## src/rtl/sbgp_pkg.sv

```systemverilog
// Package for the six bit general purpose port.
// Assumes a single core clock and a synchronous active low reset.
package sbgp_pkg;
   // Port geometry
   localparam int SBGP_WIDTH = 6;
   localparam int SBGP_BYTE = 8;
   localparam logic [7:0] SBGP_FULL_MASK = 8'h3F;
   localparam logic [7:0] SBGP_SMALL_MASK = 8'h1F;
   // Register file locations
   localparam logic [7:0] SBGP_DATA_ADDR = 8'h05;
   localparam logic [7:0] SBGP_DIR_ADDR = 8'h85;
   // Reset values
   localparam logic [7:0] SBGP_DIR_RESET = 8'h3F;
   localparam logic [7:0] SBGP_LATCH_RESET = 8'h00;
   // Open drain pin that also carries the timer clock
   localparam int SBGP_OD_BIT = 4;

   // One access from the core to the register file
   typedef struct packed {
      logic valid;
      logic write;
      logic [7:0] addr;
      logic [7:0] wdata;
      logic [7:0] wmask;
   } sbgp_req_t;

   // Registered answer to the core
   typedef struct packed {
      logic valid;
      logic [7:0] rdata;
   } sbgp_rsp_t;
endpackage

```

## src/rtl/sbgp_port.sv

```systemverilog
// Six bit general purpose port with direction register and pin readback.
// Assumes the core reaches it through a one cycle register file access
// and that pin levels arrive as plain inputs, asynchronous to the core clock.
`timescale 1ns/1ns
`default_nettype none

module sbgp_port #(
   parameter bit FULL_VARIANT = 1'b1
) (
   // Clock and reset
   input wire logic clk,
   input wire logic rstn,
   // Core register file access
   input wire sbgp_pkg::sbgp_req_t core_req,
   output sbgp_pkg::sbgp_rsp_t core_rsp,
   // Peripheral ownership of pins
   input wire logic [5:0] periph_en,
   // Pad signals
   input wire logic [5:0] pin_in,
   output logic [5:0] pin_out,
   output logic [5:0] pin_oe_n,
   // Timer clock feed
   output logic timer_zero_clock_input
);
   import sbgp_pkg::*;

   // Notes for users of this port:
   //  - pin levels reach a read two cycles after they settle
   //  - a write merges those delayed levels, so a pin that was
   //    just driven may merge its old level into the latch
   //  - the open drain bit needs a board pull-up to read high
   //  - peripheral ownership only releases the driver; the
   //    pin still reads back through the synchroniser

   // Synchroniser stages
   logic [5:0] sync1_r;
   logic [5:0] pins_r;

   // Software visible state
   logic [5:0] first_port_data_r;
   logic [5:0] first_port_direction_r;

   // Next values of the state above
   logic [5:0] latch_nxt;
   logic [5:0] dir_nxt;
   logic [7:0] rdata_nxt;

   // Variant mask and access decode
   logic [5:0] impl;
   logic data_hit;
   logic dir_hit;
   logic rd_req;
   logic wr_req;

   // Read answer flops
   logic rsp_valid_r;
   logic [7:0] rsp_rdata_r;

   // Pad drive before the open drain override
   logic [5:0] drive_en;
   logic [5:0] pad_level;
   logic od_pull_low;

   // Bits that exist in the chosen variant
   function automatic logic [5:0] impl_bits(input bit full);
      logic [7:0] m;
      m = full ? SBGP_FULL_MASK : SBGP_SMALL_MASK;
      return m[5:0];
   endfunction

   // Address match of a valid access; used by both registers
   function automatic logic addr_hit(
      input sbgp_req_t req,
      input logic [7:0] loc
   );
      return req.valid && (req.addr == loc);
   endfunction

   // Read-modify-write merge of pins and new data
   // Unmasked bits take the pin level, not the latch
   function automatic logic [5:0] rmw_merge(
      input logic [5:0] pins,
      input logic [5:0] data,
      input logic [5:0] mask
   );
      logic [5:0] keep;
      logic [5:0] take;
      keep = pins & ~mask;
      take = data & mask;
      return keep | take;
   endfunction

   // Widen a port value to a byte
   // Upper two bits always read zero
   function automatic logic [7:0] to_byte(input logic [5:0] v);
      return {2'h0, v};
   endfunction

   // Variant mask is a constant of the build
   assign impl = impl_bits(FULL_VARIANT);

   // Decode of the current access
   // One access per cycle at most; back to back is fine
   assign data_hit = addr_hit(core_req, SBGP_DATA_ADDR);
   assign dir_hit = addr_hit(core_req, SBGP_DIR_ADDR);
   assign rd_req = core_req.valid && !core_req.write;
   assign wr_req = core_req.valid && core_req.write;

   // Two stage synchroniser; first stage feeds only the second
   // Pins are asynchronous to the core, so nothing else reads sync1_r
   always_ff @(posedge clk) begin
      if (!rstn) begin
         sync1_r <= '0;
         pins_r <= '0;
      end else begin
         sync1_r <= pin_in;
         pins_r <= sync1_r;
      end
   end

   // Pins sampled now, merged with the masked new bits
   // A loaded output pin may read back low, and that level is kept
   assign latch_nxt = rmw_merge(pins_r, core_req.wdata[5:0],
      core_req.wmask[5:0]) & impl;

   // Direction writes take the low six bits of the byte; mask is ignored
   assign dir_nxt = core_req.wdata[5:0] & impl;

   // Output data latch
   // Latch reset value is a choice of this design
   always_ff @(posedge clk) begin
      if (!rstn) begin
         first_port_data_r <= SBGP_LATCH_RESET[5:0];
      end else if (data_hit && wr_req) begin
         first_port_data_r <= latch_nxt;
      end
   end

   // Direction register; every reset returns all pins to inputs
   always_ff @(posedge clk) begin
      if (!rstn) begin
         first_port_direction_r <= SBGP_DIR_RESET[5:0] & impl;
      end else if (dir_hit && wr_req) begin
         first_port_direction_r <= dir_nxt;
      end
   end

   // Read data mux; absent bits and locations read zero
   always_comb begin
      rdata_nxt = 8'h00;
      if (data_hit) begin
         rdata_nxt = to_byte(pins_r & impl);
      end else if (dir_hit) begin
         rdata_nxt = to_byte(first_port_direction_r);
      end
   end

   // Answer strobe one cycle after each read
   always_ff @(posedge clk) begin
      if (!rstn) begin
         rsp_valid_r <= 1'h0;
      end else begin
         rsp_valid_r <= rd_req;
      end
   end

   // Read data holds until the next read
   always_ff @(posedge clk) begin
      if (!rstn) begin
         rsp_rdata_r <= 8'h00;
      end else if (rd_req) begin
         rsp_rdata_r <= rdata_nxt;
      end
   end

   // Registered answer out
   assign core_rsp = '{valid: rsp_valid_r, rdata: rsp_rdata_r};

   // Pad hazards:
   //  - enables are combinational from flops, so they change
   //    right after the edge that writes a register
   //  - the open drain bit shows zero on its data line always,
   //    so a stray enable could never drive it high

   // Push-pull pins drive when output, port owned and present
   assign drive_en = ~first_port_direction_r
      & ~periph_en & impl;

   // Level that a driving pin would show
   assign pad_level = first_port_data_r;

   // Open drain bit pulls only while its latch holds zero
   assign od_pull_low = drive_en[SBGP_OD_BIT]
      & ~first_port_data_r[SBGP_OD_BIT];

   // Pad drive; enables are active low
   always_comb begin
      for (int i = 0; i < SBGP_WIDTH; i++) begin
         pin_out[i] = pad_level[i];
         pin_oe_n[i] = ~drive_en[i];
      end
      // Never a high level on the open drain bit
      pin_out[SBGP_OD_BIT] = 1'h0;
      pin_oe_n[SBGP_OD_BIT] = ~od_pull_low;
   end

   // Timer sees the synchronised level; counting is the timer's job
   assign timer_zero_clock_input = pins_r[SBGP_OD_BIT];
endmodule

`default_nettype wire

```

## config.mk

```make
export PLATFORM = sky130hd
export DESIGN_NAME = sbgp_port
export DESIGN_NICKNAME = d
export VERILOG_FILES = /design/src/rtl/sbgp_pkg.sv /design/src/rtl/sbgp_port.sv
export SDC_FILE = /design/constraint.sdc
export NUM_CORES = 1
export LEC_CHECK = 0
export ABC_AREA = 1
export BUFFER_PORTS_ARGS = -buffer_cell sky130_fd_sc_hd__buf_2
export CORE_ASPECT_RATIO = 1.1
export CORE_UTILIZATION = 44
export CTS_BUF_LIST = sky130_fd_sc_hd__clkbuf_8
export DETAILED_ROUTE_END_ITERATION = 6
export PLACE_DENSITY = 0.78
export SYNTH_ARGS = -nofsm -noshare
export SYNTH_HDL_FRONTEND = slang
export SYNTH_SLANG_ARGS = --single-unit
```

## constraint.sdc

```tcl
create_clock -name clk -period 0.8 [get_ports clk]
set_input_delay 0.04 -clock clk [delete_from_list [all_inputs] [get_ports clk]]
set_output_delay 0.04 -clock clk [all_outputs]
set_load 0.01 [all_outputs]
```

==> run_results.csv <==
group,metric,value,unit
setup_path,timing.rr.start,"first_port_direction_r[3]$_SDFFE_PN1P_",
yosys,synth_seq_cells,31,
timing,final.setup.worst_slack,-0.206,ns
floorplan,initial_core_util,47.0,%
yosys,netlist_area,1450,um2
global_routing,grt.overflow.total,0,
yosys,synthArstFlopShare,0,%
pwr,ir_drop,0.00130,V
yosys,yosysUniqueCellTypes,17,
final_layout,nets,333,
cts,clk_pin_slew,0.06,ns
final_layout,layout-drive-gt1-share,48.6,%
final_layout,antennaDiodeCount,0,
yosys,synthTopCellsByCount,"nand2_1 (47), inv_1 (42), dfxtp_1 (31), nor2_1 (28), nand3_1 (25)",
place,dp_hpwl,2.33,mm
pwr,powerDensity,1460,nW/um2
run_status,status,"finished, violations left",
timing,fin_skew,0.00558,ns
floorplan,fp-row-count,21,
floorplan,core-area,3070,um2
yosys,synth_top_area_share,42.9,%
route,vias,1594,
route,drt-total-wl,4.56,mm
floorplan,dieArea,3520,um2
yosys,synth_edf_count,0,
place,place_congestion,0.876,
setup_path,crit_slowest_cell,"dfxtp_2",
final_layout,fin_area,2330,um2
yosys,synthTopCellsByArea,"dfxtp_1 (43%), nand2_1 (12%), inv_1 (11%), nand3_1 (8.7%), nor2_1 (7.3%)",
global_routing,grt_start_max_net_pins,20,
timing,min_period_over_period,126,%
setup_path,worst_path_dominant_cell_family,"flip-flops",
cts,tritoncts,"done",
yosys,synth_top_area_cell,"dfxtp_1",
setup_path,start_kind,"register",
yosys,synth.avg_cell_area,6.82,um2
cts,cts_root_buffer,"clkbuf_8",
timing,finalHoldViolCount,0,
yosys,yosysMostFrequentCell,"nand2_1",
cts,htree_levels,2,
flow_run,cap_violations,0,
hold_path,hp-class,"in -> reg",
floorplan,io_pins,62,
yosys,yosys_warnings,0,
global_routing,grt_pass1_vias,1426,
route,firstDrtPassIters,6,
setup_path,path_buf_inv,1,
place,portBuffers,54,
yosys,synth_cells,212,
run_status,violations,"negative setup slack",
setup_path,cp_slowest_stage_delay,0.34,ns
floorplan,fp.dieW,56.6,um
route,drt_iter0_drc,104,
route,avgViaCountPerCell,4.86,
timing,setup_viol,18,
route,drcViolationCount,0,
setup_path,cp.required,0.76,ns
place,pre_cts_slack,-0.265,ns
hold_path,hold_start,"core_req[13]",
setup_path,cp.arrival,0.97,ns
setup_path,startpoint,"first_port_direction_r[0]$_SDFFE_PN1P_",
place,placed_cell_area,1760,um2
cts,cts_inserted_buffers,5,
setup_path,crit_chain,"or2_4 -> buf_6",
cts,clock_sinks,31,
timing,drv_slew,0,
yosys,yosysSeqAreaShare,42.9,%
global_routing,grt_pass1_wl,6.00,mm
pwr,leakage,1.22,nW
timing,fin_crit,1.01,ns
floorplan,die_y,62.1,um
cts,clock_latency,0.28,ns
route,ant_nets,0,
setup_path,path_class,"reg -> out",
global_routing,gr-usage-all-layers,22.4,%
setup_path,path_max_fanout,2,
final_layout,utilization,75.7,%
timing,timing.fmax,994,MHz
yosys,ys.flop_type,"dfxtp_1",
global_routing,antenna_found_initial,0,
setup_path,cp-end-kind,"output pin",
cts,cts_max_path_buffers,2,
timing,setup_tns,-1.51,ns
timing,rsz0062_at_grt,"true",
route,wl_per_cell,13.9,um
final_layout,syn_to_final_growth,61.0,%
[through the flow]
step | cells | power, mW | hold slack, ns
2_1_floorplan | 214 | 1.83 | 0.133
3_3_place_gp | 296 | 1.99 | 0.219
3_5_place_dp | 296 | 1.99 | 0.226
4_1_cts | 321 | 3.36 | 0.0343
5_1_grt | 328 | 3.55 | 0.0640
6_report | 328 | 3.40 | 0.0561
[area by class of cell]
cell class / instances / area, um2
fillers: 219 / 748
repair buffers: 89 / 692
multi-input cells: 124 / 687
flip-flops and latches: 31 / 644
inverters: 42 / 160
clock buffers: 7 / 96.3
well taps: 34 / 42.5
clock inverters: 1 / 3.75
[worst paths after layout]
path,end,cells past startpoint,slack [ns]
setup / recovery,pin_oe_n[0],2,-0.21
hold / removal,first_port_direction_r[5]$_SDFFE_PN1P_,3,0.06
setup reg to reg,rsp_rdata_r[3]$_SDFFE_PN0P_,6,-0.08
hold reg to reg,pins_r[1]$_SDFF_PN0_,2,0.41
[power by group]
part	switching, mW	total [mW]	internal (mW)
registers	0.0224	1.62	1.60
clock network	0.557	1.33	0.771
logic	0.238	0.456	0.218
total	0.818	3.40	2.59
[cell usage in the layout (no fill, tap or decap)]
cell           Yosys  routed
a21oi_1            6       2
a21oi_2            0       4
buf_12             0       2
buf_2              2      48
buf_4             10      11
buf_6              1      15
clkbuf_16          0       2
clkbuf_8           0       7
conb_1             1       3
dfxtp_1           31      12
dfxtp_2            0      19
dlygate4sd3_1      0      11
inv_1             42      35
inv_2              0       7
inv_4              0       1
nand2_1           47      45
nand2_2            0       2
nand3_1           25      11
nand3_2            0      12
nand3_4            1       3
nand4_1            6       6
nor2_1            28      25
nor2_2             2       3
nor2_4             0       2
nor3_1             1       1
or2_4              0       5
[sequential cells by signal, summed over array words and instances, names as in the netlist]
name,count
first_port_data_r,6
first_port_direction_r,6
pins_r,6
rsp_rdata_r,6
sync1_r,6
rsp_valid_r,1
[worst min-delay path, delay by kind of cell]
| kind | cells | cell delay (ns) |
|---|---|---|
| and+or+nand+nor | 2 | 0.14 |
| buffers and inverters | 1 | 0.13 |
[layer usage]
metal | vias to the layer above | part of all wire (%) | track usage [%]
li1 | 784 | - | -
met1 | 722 | 39 | 24.2
met2 | 73 | 52 | 38.4
met3 | 15 | 5.8 | 5.21
met4 | 0 | 3.4 | 14.3
met5 | - | 0 | 0
[repair_timing]
action	4_1_cts	5_1_grt
endpoints found under the hold margin	11	0
setup buffers	6	4
endpoints found under the setup margin	14	31
hold buffers	11	0
pin swaps	18	25
cloned	0	3
resized for setup	28	43
[cell families (layout without fill, tap and decap cells)]
| logic type | Yosys count | count (layout) | share of synthesized area (%) |
|---|---|---|---|
| DFF | 31 | 31 | 42.9 |
| buffers and inverters | 59 | 139 | 19.4 |
| and+or+nand+nor | 115 | 115 | 35.3 |
| other | 1 | 3 | 0.259 |
| AOI/OAI and AO/OA | 6 | 6 | 2.08 |
Note: power is estimated with default switching activity, not from simulation.
